===== config.mk =====
export PLATFORM = sky130hd
export DESIGN_NAME = rcfe_front_end
export DESIGN_NICKNAME = d
export VERILOG_FILES = /design/src/hdl/rcfe_front_end.v /design/src/hdl/rcfe_uart_rx.v
export VERILOG_INCLUDE_DIRS = /design/src /design/src/hdl
export SDC_FILE = /design/constraint.sdc
export NUM_CORES = 1
export LEC_CHECK = 0
export BUFFER_PORTS_ARGS = -buffer_cell sky130_fd_sc_hd__clkbuf_2
export CORE_MARGIN = 2
export CORE_UTILIZATION = 45
export CTS_BUF_LIST = sky130_fd_sc_hd__clkbuf_4
export CTS_CLUSTER_DIAMETER = 50
export DETAILED_ROUTE_END_ITERATION = 16
export PLACE_DENSITY = 0.6
export SYNTH_ARGS = -nofsm -noshare
export SYNTH_HDL_FRONTEND = slang
export SYNTH_SLANG_ARGS = --single-unit

===== constraint.sdc =====
create_clock -name i_core_clk -period 6.15 [get_ports i_core_clk]
set_input_delay 1.845 -clock i_core_clk [delete_from_list [all_inputs] [get_ports i_core_clk]]
set_output_delay 1.845 -clock i_core_clk [all_outputs]
set_load 0.05 [all_outputs]

===== src/hdl/rcfe_regs.vh =====
// constants for the remote command front end
// Function
// [RULE_01] power-on starts in manual local state
// [RULE_02] any received command enters remote state
// [RULE_03] remote state blocks front panel key input
// [RULE_04] menu-up key returns device to manual
// [RULE_05] only menu-up key releases, other keys ignored
// [RULE_06] mode switching leaves instrument settings untouched
// [RULE_07] serial framing 9600 baud, 8N1, handshake
// [RULE_08] controller ends each line with linefeed
// [RULE_09] bytes 0-9 and 11-32 are white space
// [RULE_10] header directly followed by '?' is query
// [RULE_11] header starting with '*' is common command
// [RULE_12] headers hold several keywords plus parameters
// [RULE_13] response requested only after a query
// [RULE_14] remote display follows selectable mode
// [RULE_15] colon splits header hierarchy keywords
// [RULE_16] semicolon splits commands within one line
// [RULE_17] keyword letters are matched case-blind
// [RULE_18] whole line buffered until linefeed arrives
// [RULE_19] flow control drops when buffer nearly full
`ifndef RCFE_REGS_VH
`define RCFE_REGS_VH

// ****************************************
// serial timing
// ****************************************
`define RCFE_CLK_HZ      125000000
`define RCFE_BAUD        9600
`define RCFE_BIT_CYC     ((`RCFE_CLK_HZ + (`RCFE_BAUD / 2)) / `RCFE_BAUD)
`define RCFE_DATA_BITS   8

// ****************************************
// line buffer
// ****************************************
`define RCFE_LINE_DEPTH  64
`define RCFE_LINE_AW     6
`define RCFE_FULL_MARGIN 8

// ****************************************
// characters
// ****************************************
`define RCFE_CH_LF       8'h0A
`define RCFE_CH_SPACE    8'h20
`define RCFE_CH_STAR     8'h2A
`define RCFE_CH_COLON    8'h3A
`define RCFE_CH_SEMI     8'h3B
`define RCFE_CH_QUERY    8'h3F
`define RCFE_CH_LOW_A    8'h61
`define RCFE_CH_LOW_Z    8'h7A
`define RCFE_CASE_BIT    8'h20

// ****************************************
// token kinds
// ****************************************
`define RCFE_TOK_KW      3'h1
`define RCFE_TOK_LEVEL   3'h2
`define RCFE_TOK_QUERY   3'h3
`define RCFE_TOK_PARAM   3'h4

// ****************************************
// display modes
// ****************************************
`define RCFE_DISP_BLANK  2'h0
`define RCFE_DISP_CMD    2'h1
`define RCFE_DISP_FULL   2'h2
`define RCFE_DISP_LOCAL  2'h3

// ****************************************
// front panel
// ****************************************
`define RCFE_KEY_MENU_UP 8'h01

`endif


===== src/hdl/rcfe_front_end.v =====
// remote/local control and command line lexer of the remote front end
`timescale 1ns/1ps
`default_nettype none
`include "rcfe_regs.vh"

module rcfe_front_end #(
  parameter BIT_CYC = `RCFE_BIT_CYC,
  parameter DEPTH   = `RCFE_LINE_DEPTH,
  parameter AW      = `RCFE_LINE_AW,
  parameter MARGIN  = `RCFE_FULL_MARGIN
) (
  input  wire       i_core_clk,
  input  wire       i_rst,
  input  wire       i_rxd,
  input  wire       i_key_stb,
  input  wire [7:0] i_key_code,
  input  wire [1:0] i_disp_sel,
  output reg        o_rts,
  output reg        o_remote,
  output reg        o_key_stb,
  output reg  [7:0] o_key_code,
  output reg  [1:0] o_disp_mode,
  output reg        o_tok_valid,
  output reg  [7:0] o_tok_char,
  output reg  [2:0] o_tok_kind,
  output reg        o_cmd_end,
  output reg        o_cmd_query,
  output reg        o_cmd_common,
  output reg  [3:0] o_cmd_levels,
  output reg        o_resp_req,
  output reg        o_line_end,
  output reg        o_overrun
);

  // ****************************************
  // states
  // ****************************************
  localparam [1:0] ST_FILL = 2'b01;  // collecting a line
  localparam [1:0] ST_SCAN = 2'b10;  // walking the stored line

  // ****************************************
  // helpers
  // ****************************************
  // separator between header and parameters
  function is_ws;
    input [7:0] c;
    begin
      is_ws = (c <= `RCFE_CH_SPACE) && (c != `RCFE_CH_LF);  // [RULE_09]
    end
  endfunction

  // fold lower case onto upper case
  function [7:0] to_upper;
    input [7:0] c;
    begin
      if ((c >= `RCFE_CH_LOW_A) && (c <= `RCFE_CH_LOW_Z)) begin
        to_upper = c & ~`RCFE_CASE_BIT;  // [RULE_17]
      end else begin
        to_upper = c;
      end
    end
  endfunction

  // ****************************************
  // declarations
  // ****************************************
  wire          rx_stb;             // byte arrived
  wire [7:0]    rx_data;            // arrived byte
  reg  [7:0]    line_mem [0:DEPTH-1]; // line storage
  reg  [1:0]    state;              // one-hot fsm state
  reg  [AW:0]   wr_cnt;             // bytes stored
  reg  [AW:0]   rd_idx;             // next byte to scan
  reg           in_cmd;             // a command has started
  reg           in_hdr;             // still inside its header
  reg           kw_open;            // a keyword is being read
  reg           cmd_query;          // query mark seen
  reg           cmd_common;         // leading asterisk seen
  reg  [3:0]    cmd_levels;         // keywords counted
  reg           cmd_done;           // command finished this cycle
  wire [7:0]    cur;                // byte under scan
  wire          menu_up;            // release key pressed

  assign cur     = line_mem[rd_idx[AW-1:0]];
  assign menu_up = i_key_stb && (i_key_code == `RCFE_KEY_MENU_UP);

  // ****************************************
  // serial receiver
  // ****************************************
  rcfe_uart_rx #(
    .BIT_CYC (BIT_CYC)
  ) u_rx (
    .i_core_clk (i_core_clk),
    .i_rst      (i_rst),
    .i_rxd      (i_rxd),
    .o_stb      (rx_stb),
    .o_data     (rx_data)
  );

  // ****************************************
  // line storage
  // ****************************************
  // plain flops, written only while filling; no reset needed on data
  always @(posedge i_core_clk) begin
    if ((state == ST_FILL) && rx_stb && (rx_data != `RCFE_CH_LF) &&
        (wr_cnt < DEPTH)) begin
      line_mem[wr_cnt[AW-1:0]] <= rx_data;  // [RULE_18]
    end
  end

  // ****************************************
  // flow control
  // ****************************************
  // drop early so bytes already in flight still fit
  always @(posedge i_core_clk or posedge i_rst) begin
    if (i_rst) begin
      o_rts <= 1'b0;
    end else begin
      o_rts <= (state == ST_FILL) && (wr_cnt < (DEPTH - MARGIN));  // [RULE_19]
    end
  end

  // ****************************************
  // local / remote control
  // ****************************************
  // only the mode flag, panel gate and display mode live here, so switching cannot
  // disturb any stored setting downstream
  always @(posedge i_core_clk or posedge i_rst) begin
    if (i_rst) begin
      o_remote    <= 1'b0;  // [RULE_01]
      o_key_stb   <= 1'b0;
      o_key_code  <= 8'h00;
      o_disp_mode <= `RCFE_DISP_LOCAL;
    end else begin
      if (cmd_done) begin
        // a command wins over a release press in the same cycle
        o_remote <= 1'b1;  // [RULE_02] [RULE_06]
      end else if (o_remote && menu_up) begin
        o_remote <= 1'b0;  // [RULE_04] [RULE_06]
      end
      // other keys in remote are swallowed, not a release
      o_key_stb  <= i_key_stb && !o_remote;  // [RULE_03] [RULE_05]
      o_key_code <= i_key_code;
      if (o_remote) begin
        o_disp_mode <= i_disp_sel;  // [RULE_14]
      end else begin
        o_disp_mode <= `RCFE_DISP_LOCAL;
      end
    end
  end

  // ****************************************
  // fill and scan
  // ****************************************
  // bytes arriving during a scan are lost and flagged; the handshake
  // is already low then, so a well behaved controller waits
  always @(posedge i_core_clk or posedge i_rst) begin
    if (i_rst) begin
      state        <= ST_FILL;
      wr_cnt       <= {(AW+1){1'b0}};
      rd_idx       <= {(AW+1){1'b0}};
      in_cmd       <= 1'b0;
      in_hdr       <= 1'b0;
      kw_open      <= 1'b0;
      cmd_query    <= 1'b0;
      cmd_common   <= 1'b0;
      cmd_levels   <= 4'h0;
      cmd_done     <= 1'b0;
      o_tok_valid  <= 1'b0;
      o_tok_char   <= 8'h00;
      o_tok_kind   <= 3'h0;
      o_cmd_end    <= 1'b0;
      o_cmd_query  <= 1'b0;
      o_cmd_common <= 1'b0;
      o_cmd_levels <= 4'h0;
      o_resp_req   <= 1'b0;
      o_line_end   <= 1'b0;
      o_overrun    <= 1'b0;
    end else begin
      o_tok_valid <= 1'b0;
      o_cmd_end   <= 1'b0;
      o_resp_req  <= 1'b0;
      o_line_end  <= 1'b0;
      o_overrun   <= 1'b0;
      cmd_done    <= 1'b0;
      case (state)
        ST_FILL: begin
          if (rx_stb) begin
            if (rx_data == `RCFE_CH_LF) begin
              // line complete: hand it over [RULE_08] [RULE_18]
              state  <= ST_SCAN;
              rd_idx <= {(AW+1){1'b0}};
            end else if (wr_cnt < DEPTH) begin
              wr_cnt <= wr_cnt + 1'b1;
            end else begin
              o_overrun <= 1'b1;  // no room, byte dropped
            end
          end
        end
        ST_SCAN: begin
          if (rx_stb) begin
            o_overrun <= 1'b1;
          end
          if ((rd_idx == wr_cnt) || (cur == `RCFE_CH_SEMI)) begin
            // end of a command at semicolon or at line end [RULE_16]
            if (in_cmd) begin
              o_cmd_end    <= 1'b1;
              o_cmd_query  <= cmd_query;
              o_cmd_common <= cmd_common;
              o_cmd_levels <= cmd_levels;
              o_resp_req   <= cmd_query;  // [RULE_13]
              cmd_done     <= 1'b1;
            end
            in_cmd     <= 1'b0;
            in_hdr     <= 1'b0;
            kw_open    <= 1'b0;
            cmd_query  <= 1'b0;
            cmd_common <= 1'b0;
            cmd_levels <= 4'h0;
            if (rd_idx == wr_cnt) begin
              o_line_end <= 1'b1;
              wr_cnt     <= {(AW+1){1'b0}};
              state      <= ST_FILL;
            end else begin
              rd_idx <= rd_idx + 1'b1;
            end
          end else begin
            rd_idx <= rd_idx + 1'b1;
            if (!in_cmd && is_ws(cur)) begin
              // leading blanks before a header are skipped
            end else if (!in_cmd || in_hdr) begin
              in_cmd <= 1'b1;
              in_hdr <= 1'b1;
              if (is_ws(cur)) begin
                in_hdr <= 1'b0;  // parameters follow [RULE_09] [RULE_12]
              end else if (cur == `RCFE_CH_COLON) begin
                kw_open     <= 1'b0;  // next hierarchy level [RULE_15]
                o_tok_valid <= 1'b1;
                o_tok_char  <= cur;
                o_tok_kind  <= `RCFE_TOK_LEVEL;
              end else if (cur == `RCFE_CH_QUERY) begin
                cmd_query   <= 1'b1;  // mark glued to header [RULE_10]
                o_tok_valid <= 1'b1;
                o_tok_char  <= cur;
                o_tok_kind  <= `RCFE_TOK_QUERY;
              end else begin
                if (!in_cmd && (cur == `RCFE_CH_STAR)) begin
                  cmd_common <= 1'b1;  // [RULE_11]
                end
                if (!kw_open && (cmd_levels != 4'hF)) begin
                  cmd_levels <= cmd_levels + 4'h1;  // [RULE_12] [RULE_15]
                end
                kw_open     <= 1'b1;
                o_tok_valid <= 1'b1;
                o_tok_char  <= to_upper(cur);  // [RULE_17]
                o_tok_kind  <= `RCFE_TOK_KW;
              end
            end else begin
              // parameter bytes pass through unchanged
              o_tok_valid <= 1'b1;
              o_tok_char  <= cur;
              o_tok_kind  <= `RCFE_TOK_PARAM;
            end
          end
        end
        default: begin
          state <= ST_FILL;
        end
      endcase
    end
  end

endmodule // rcfe_front_end
`default_nettype wire


===== src/hdl/rcfe_uart_rx.v =====
// asynchronous serial receiver, 8 data bits, no parity, 1 stop bit
`timescale 1ns/1ps
`default_nettype none
`include "rcfe_regs.vh"

module rcfe_uart_rx #(
  parameter BIT_CYC = `RCFE_BIT_CYC
) (
  input  wire       i_core_clk,
  input  wire       i_rst,
  input  wire       i_rxd,
  output reg        o_stb,
  output reg  [7:0] o_data
);

  // ****************************************
  // pin synchroniser
  // ****************************************
  reg        rxd_meta;   // first stage, read only by rxd_sync
  reg        rxd_sync;   // safe level
  reg [15:0] cyc_cnt;    // cycles within a bit
  reg [3:0]  bit_cnt;    // bit slot in the frame
  reg [7:0]  shift;      // data being assembled
  reg        busy;       // frame in progress

  // two flops before any logic looks at the line
  always @(posedge i_core_clk or posedge i_rst) begin
    if (i_rst) begin
      rxd_meta <= 1'b1;
      rxd_sync <= 1'b1;
    end else begin
      rxd_meta <= i_rxd;
      rxd_sync <= rxd_meta;
    end
  end

  // ****************************************
  // frame sampler
  // ****************************************
  // samples at mid bit; a low stop bit drops the byte as framing error
  always @(posedge i_core_clk or posedge i_rst) begin
    if (i_rst) begin
      cyc_cnt <= 16'h0000;
      bit_cnt <= 4'h0;
      shift   <= 8'h00;
      busy    <= 1'b0;
      o_stb   <= 1'b0;
      o_data  <= 8'h00;
    end else begin
      o_stb <= 1'b0;
      if (!busy) begin
        // start edge: aim first sample at middle of start bit
        if (!rxd_sync) begin
          busy    <= 1'b1;
          bit_cnt <= 4'h0;
          cyc_cnt <= BIT_CYC[16:1];
        end
      end else if (cyc_cnt != 16'h0000) begin
        cyc_cnt <= cyc_cnt - 16'h0001;
      end else begin
        cyc_cnt <= BIT_CYC[15:0] - 16'h0001;
        bit_cnt <= bit_cnt + 4'h1;
        if (bit_cnt == 4'h0) begin
          // glitch on the start bit: give up
          if (rxd_sync) begin
            busy <= 1'b0;
          end
        end else if (bit_cnt <= `RCFE_DATA_BITS) begin
          shift <= {rxd_sync, shift[7:1]};  // lsb first [RULE_07]
        end else begin
          busy <= 1'b0;
          if (rxd_sync) begin
            o_stb  <= 1'b1;  // one stop bit [RULE_07]
            o_data <= shift;
          end
        end
      end
    end
  end

endmodule // rcfe_uart_rx
`default_nettype wire


==> results.py, run 1 <==
metrics = {
    "finish": {
        "fin_util_pct": 50.5,
        "multi_input_area_mm2": 0.00689,
        "regArea_mm2": 0.0179,
        "drive_above_1_share_pct": 27.0,
        "design_area_mm2": 0.0283,
        "final_nets": 1715,
        "syn2layout_area_growth_pct": 11.7,
        "n_fill_cell": 4759,
    },
    "floorplan": {
        "ioPinCount": 49,
        "rows": 87,
        "core_area_mm2": 0.0561,
        "die-area_mm2": 0.0583,
        "die_x_um": 241,
        "die_height_um": 241,
        "start_util_pct": 45.2,
    },
    "grt": {
        "grt_pass1_vias": 14700,
        "grt_pass1_wl_um": 93300,
        "grt_max_degree": 67,
        "antenna_found_initial": 3,
        "grt_overflow": 0,
        "track_usage_pct": 22.1,
    },
    "logic_synthesis": {
        "async_reset_ff_share_pct": 16.3,
        "yosys.area.top_type_share_pct": 60.6,
        "synth_area_leaders": "edfxtp_1 61%, dfrtp_1 9.4%, mux4_2 7.5%",
        "syn_area_mm2": 0.0254,
        "synth_cells": 1536,
        "ys.flop_type": "edfxtp_1",
        "yosys_warnings": 0,
        "syn_nets": 1559,
        "syn_avg_cell_area_um2": 16.5,
        "yosysMostFrequentCell": "edfxtp_1",
        "yosysUniqueCellTypes": 80,
        "synth_edf_count": 512,
        "yosys_register_bits": 612,
        "yosysTopAreaCell": "edfxtp_1",
        "seq_area_frac_synth_pct": 70.5,
        "synthTopCellsByCount": "512 x edfxtp_1, 118 x nor2_1, 96 x mux2i_1, 95 x dfrtp_1",
    },
    "pwr": {
        "switching_share_pct": 20.8,
        "combinationalPowerShare_pct": 0.4,
        "power.density_mw_per_mm2": 281,
        "power_frac_seq_pct": 55.9,
        "leakage_nw": 8.23,
        "p_int_mw": 6.30,
        "peakVddDrop_v": 0.000141,
        "power_frac_clock_pct": 43.7,
        "switchingPower_mw": 1.65,
    },
    "timing": {
        "fin_tns_setup_ns": 0,
        "max_freq_mhz": 208,
        "setup_viol": 0,
        "fin_crit_sh_pct": 78.3,
        "finalMaxSlewViolations": 0,
        "clock-skew-final_ns": 0.0503,
        "worst_slew_pin_slew_ns": 1.21,
        "layout_setup_ws_ns": 1.34,
        "relSlewSlack_pct": 18.3,
        "fin_crit_ns": 4.81,
        "rsz0062_at_grt": "no",
        "hold_violations": 0,
    },
    "drt": {
        "drc": 0,
        "drt_pass1_iterations": 6,
        "wl_per_cell_um": 24.3,
        "wl_um": 62500,
        "antenna_left": 0,
        "routed-via-count": 14600,
        "initialDrtViolationCount": 1300,
        "routed_via_density": 5.68,
    },
    "critical_path": {
        "rrSetupSlack_ns": 1.34,
        "r2r_end": "o_tok_char[6]$_DFFE_PP0P_",
        "path_class": "flip-flop to flip-flop",
        "endpoint_kind": "flip-flop",
        "critPathMostFrequentCell": "buf_4",
        "required_ns": 7.02,
        "start_kind": "flip-flop",
        "cp_max_fo": 49,
        "reg2reg_depth": 11,
        "cpPeakStageDelay_ns": 0.97,
        "cp_cell_sequence": "buf_4, buf_4, mux4_2, a22o_1, a211oi_1, a21o_1, a211o_1, a21boi_2, a311oi_4, o21ai_2, mux2_2",
        "slowest_stage": "dfrtp_4",
        "cp.arrival_ns": 5.69,
        "timing.rr.start": "rd_idx[1]$_DFFE_PP0P_",
    },
    "run_status": {
        "outcome": "complete, no violations",
    },
    "hold_path": {
        "min_path_type": "flip-flop to flip-flop",
        "min-delay-start": "u_rx.rxd_meta$_DFF_PP1_",
        "hold_path_end": "u_rx.rxd_sync$_DFF_PP1_",
        "hold_depth": 0,
    },
    "job": {
        "max-cap-violations": 0,
    },
    "placed_design": {
        "place_ws_ns": 1.34,
        "routabilityCongestion": 0.921,
        "port_buffers": 48,
        "placed_area_mm2": 0.0263,
        "dp_hpwl_um": 38200,
    },
    "clock_network": {
        "cts.htree.levels": 4,
        "root_buffer": "clkbuf_4",
        "clk_pin_slew_ns": 0.06,
        "holdBufCountCts": 0,
        "cts.path.max_buffers": 3,
        "clkLatencyLatePin_ns": 1.00,
        "clkSinkCount": 612,
        "cts_tree": "yes",
        "postCtsSetupBuffers": 0,
        "cts_resized": 0,
        "cts_made_buffers": 159,
    },
}
==> power groups by stage <==
stage	registers (mW)	clock network, mW	logic (mW)
final	4.44	3.48	0.0334
after floorplan	4.54	0	0.0107
after global routing	4.44	3.78	0.0375
after detailed placement	4.53	0	0.0347
after global placement	4.53	0	0.0342
after CTS	4.44	3.56	0.0347
==> cell type report <==
type	instances	share of cell area, %
sequential	612	63.2
clock buffer	239	6.33
clock inverter	40	0.773
antenna	2	0.0177
multi-input combinational	817	24.3
tap	756	3.34
timing repair buffer	75	1.65
inverter	27	0.367
==> critical path: cells and delay by family (launching register included) <==
family                 cells  cell delay, ns
buffers and inverters      2            0.99
AOI/OAI and AO/OA          7            1.88
DFF                        1            0.97
muxes                      2            0.75
==> routing by layer <==
| metal | up-vias | GRT usage, % | wire [um] |
|---|---|---|---|
| li1 | 6482 | - | - |
| met1 | 7423 | 29.4 | 26200 |
| met2 | 564 | 34.7 | 30100 |
| met3 | 112 | 6.03 | 4370 |
| met4 | 0 | 8.89 | 1710 |
| met5 | - | 0 | 0 |
==> placed cells by master, fill, tap and decap left out, drive strengths merged, types with 34 or more instances in the layout <==
| cell | n |
|---|---|
| edfxtp | 512 |
| clkbuf | 287 |
| nor2 | 120 |
| mux2i | 96 |
| dfrtp | 95 |
| mux4 | 91 |
| nand2 | 85 |
| nand3 | 48 |
| o21ai | 43 |
| a21oi | 41 |
| mux2 | 34 |
==> cells by family after synthesis <==
| kind of cell | count (synthesis) | share of synthesized area (%) |
|---|---|---|
| AND/OR/NAND/NOR | 377 | 7.26 |
| AO/OA/AOI/OAI | 196 | 5.46 |
| flip-flops | 612 | 70.5 |
| adder cells (fa/ha/maj) | 9 | 0.444 |
| multiplexers | 221 | 13.5 |
| XOR/XNOR | 14 | 0.484 |
| buffers and inverters | 107 | 2.29 |
==> worst max path at each step <==
stage                          start                   endpoint  slack (ns)  cells after the start
2_1_floorplan                  i_rst     cmd_common$_DFFE_PP0P_        1.69                      1
3_3_place_gp   rd_idx[1]$_DFFE_PP0P_  o_tok_char[6]$_DFFE_PP0P_        1.45                     11
3_5_place_dp   rd_idx[1]$_DFFE_PP0P_  o_tok_char[6]$_DFFE_PP0P_        1.34                     11
4_1_cts        rd_idx[1]$_DFFE_PP0P_  o_tok_char[6]$_DFFE_PP0P_        1.31                     11
5_1_grt        rd_idx[1]$_DFFE_PP0P_  o_tok_char[6]$_DFFE_PP0P_        1.07                     11
6_report       rd_idx[1]$_DFFE_PP0P_  o_tok_char[6]$_DFFE_PP0P_        1.34                     11
==> registers in the layout (all words and copies together) (netlist names), 2 cells and up <==
register	cells
line_mem	512
u_rx.cyc_cnt	16
o_key_code	8
o_tok_char	8
u_rx.o_data	8
u_rx.shift	8
rd_idx	7
wr_cnt	7
cmd_levels	4
o_cmd_levels	4
u_rx.bit_cnt	4
o_tok_kind	3
o_disp_mode	2
state	2
==> stage by stage <==
stage	instances	hold slack (ns)	total power [mW]
floorplan	1536	0.345	4.55
global placement	2287	0.346	4.56
detailed placement	2287	0.351	4.56
CTS	2566	0.371	8.04
global route	2568	0.368	8.26
finish	2568	0.371	7.95
(Power assumes the default switching activity.)
==> run 2: changes to the inputs <==
==> constraint.sdc (replaced) <==
create_clock -name i_core_clk -period 4.85 [get_ports i_core_clk]
set_input_delay 1.455 -clock i_core_clk [delete_from_list [all_inputs] [get_ports i_core_clk]]
set_output_delay 1.455 -clock i_core_clk [all_outputs]
set_load 0.05 [all_outputs]
==> run 2 against run 1 <==
Compared with the run above: critical endpoint unchanged; core utilization up 0.52 points; sequential share of layout area shrank 0.64 points; cell count grew 0.97%; die area stayed put; clock skew is 0.0035 ns lower; fmax grew 14%; count of clock-buffer cells in the layout decreased by 3; first-iteration DRC count is 15% higher; cell area up 1.0%; register-to-register slack got worse by 0.72 ns; wire length grew 0.54%; largest cell class unchanged; clock power increased by 30%.
==> results.py, run 2 (synthesized netlist as in run 1, its figures left out) <==
metrics = {
    "critical_path": {
        "cp_max_fo": 41,
        "slowest_stage": "dfrtp_4",
        "cpPeakStageDelay_ns": 0.91,
        "required_ns": 5.72,
        "cp_cell_sequence": "buf_12, mux4_2, a22o_1, a211oi_1, a21o_1, a211o_1, a21boi_2, a311oi_4, o21ai_2, mux2_2",
        "start_kind": "flip-flop",
        "path_class": "flip-flop to flip-flop",
        "endpoint_kind": "flip-flop",
        "cp.arrival_ns": 5.11,
    },
    "timing": {
        "hold_violations": 0,
        "layout_setup_ws_ns": 0.613,
        "rsz0062_at_grt": "no",
        "fin_tns_setup_ns": 0,
        "finalMaxSlewViolations": 0,
        "max_freq_mhz": 236,
        "setup_viol": 0,
        "fin_crit_ns": 4.24,
        "fin_crit_sh_pct": 87.4,
        "clock-skew-final_ns": 0.0468,
        "relSlewSlack_pct": 22.4,
        "worst_slew_pin_slew_ns": 1.15,
    },
    "placed_design": {
        "routabilityCongestion": 0.926,
        "dp_cells": 2316,
        "port_buffers": 48,
        "place_ws_ns": 0.656,
        "dp_hpwl_um": 38800,
    },
    "clock_network": {
        "cts_tree": "yes",
        "postCtsSetupBuffers": 0,
        "clkSinkCount": 612,
        "cts.htree.levels": 4,
        "cts_made_buffers": 158,
        "root_buffer": "clkbuf_4",
        "holdBufCountCts": 0,
        "cts.path.max_buffers": 3,
        "cts_resized": 0,
        "clkLatencyLatePin_ns": 0.99,
        "clk_pin_slew_ns": 0.07,
    },
    "pwr": {
        "power.density_mw_per_mm2": 356,
        "peakVddDrop_v": 0.000236,
        "power_frac_seq_pct": 55.3,
        "switching_share_pct": 20.4,
        "power_frac_clock_pct": 44.3,
        "p_int_mw": 8.12,
        "switchingPower_mw": 2.08,
        "combinationalPowerShare_pct": 0.4,
        "leakage_nw": 8.41,
    },
    "finish": {
        "n_fill_cell": 4724,
        "instances_no_fill": 2593,
        "drive_above_1_share_pct": 28.2,
        "final_common_cell": "edfxtp_1",
        "final_cell_mix": "512 x edfxtp_1, 236 x clkbuf_4, 118 x nor2_1, 96 x mux2i_1",
        "final_nets": 1743,
        "largest_register_ffs": 512,
        "syn2layout_area_growth_pct": 12.9,
        "fin_util_pct": 51.1,
    },
    "drt": {
        "initialDrtViolationCount": 1489,
        "antenna_left": 0,
        "routed-via-count": 14900,
        "drt_pass1_iterations": 6,
        "drc": 0,
        "wl_um": 62800,
        "wl_per_cell_um": 24.2,
        "routed_via_density": 5.74,
    },
    "floorplan": {
        "die_x_um": 241,
        "start_util_pct": 45.2,
        "rows": 87,
        "core_area_mm2": 0.0561,
        "die_height_um": 241,
        "die-area_mm2": 0.0583,
        "ioPinCount": 49,
    },
    "grt": {
        "antenna_found_initial": 2,
        "grt_pass1_wl_um": 93500,
        "grt_pass1_vias": 14900,
        "grt_overflow": 0,
        "grt_max_degree": 74,
        "track_usage_pct": 22.2,
    },
    "run_status": {
        "outcome": "complete, no violations",
    },
    "job": {
        "max-cap-violations": 0,
    },
    "hold_path": {
        "min_path_type": "flip-flop to flip-flop",
    },
}
run 2: worst paths after layout:
path	startpoint	endpoint	slack, ns	cells past startpoint
max in group asynchronous	i_rst	o_disp_mode[1]$_DFF_PP1_	3.23	3
hold reg to reg	u_rx.rxd_meta$_DFF_PP1_	u_rx.rxd_sync$_DFF_PP1_	0.35	0
min in group asynchronous	i_rst	wr_cnt[1]$_DFFE_PP0P_	0.68	2
setup reg to reg	rd_idx[1]$_DFFE_PP0P_	o_tok_char[6]$_DFFE_PP0P_	0.61	10
hold / removal	u_rx.rxd_meta$_DFF_PP1_	u_rx.rxd_sync$_DFF_PP1_	0.35	0
setup / recovery	rd_idx[1]$_DFFE_PP0P_	o_tok_char[6]$_DFFE_PP0P_	0.61	10
run 2: area by class of cell:
type | instances | area, um^2 | area share, %
flip-flops and latches | 612 | 17900 | 62.6
repair buffers | 104 | 711 | 2.48
multi-input cells | 817 | 6890 | 24.1
inverters | 27 | 104 | 0.363
well taps | 756 | 946 | 3.30
clock buffers | 236 | 1770 | 6.19
clock inverters | 37 | 284 | 0.992
diodes | 4 | 10.0 | 0.0350
run 2: routing by layer:
layer / up-vias / wire (um) / track usage [%]
met5: - / 0 / 0
met4: 0 / 1860 / 9.43
met3: 121 / 4800 / 5.55
met2: 625 / 30100 / 34.3
met1: 7596 / 26100 / 30.2
li1: 6531 / - / -
run 2: power groups by stage:
stage / combinational, mW / clock (mW) / sequential [mW]
global placement: 0.0435 / 0 / 5.74
finish: 0.0424 / 4.52 / 5.63
floorplan: 0.0135 / 0 / 5.76
CTS: 0.0439 / 4.63 / 5.63
detailed placement: 0.0438 / 0 / 5.74
global route: 0.0477 / 4.90 / 5.63
run 2: through the flow:
step	hold WS, ns	power (mW)	area (um^2)
2_1_floorplan	0.345	5.77	25400
3_3_place_gp	0.346	5.79	26600
3_5_place_dp	0.349	5.79	26600
4_1_cts	0.348	10.3	28600
5_1_grt	0.351	10.6	28600
6_report	0.351	10.2	28600
run 2: critical path: cells and delay by family, from the launching register on:
family | cells | cell delay, ns
mux | 2 | 0.94
compound gates | 7 | 1.88
flops | 1 | 0.91
buf+inv | 1 | 0.34
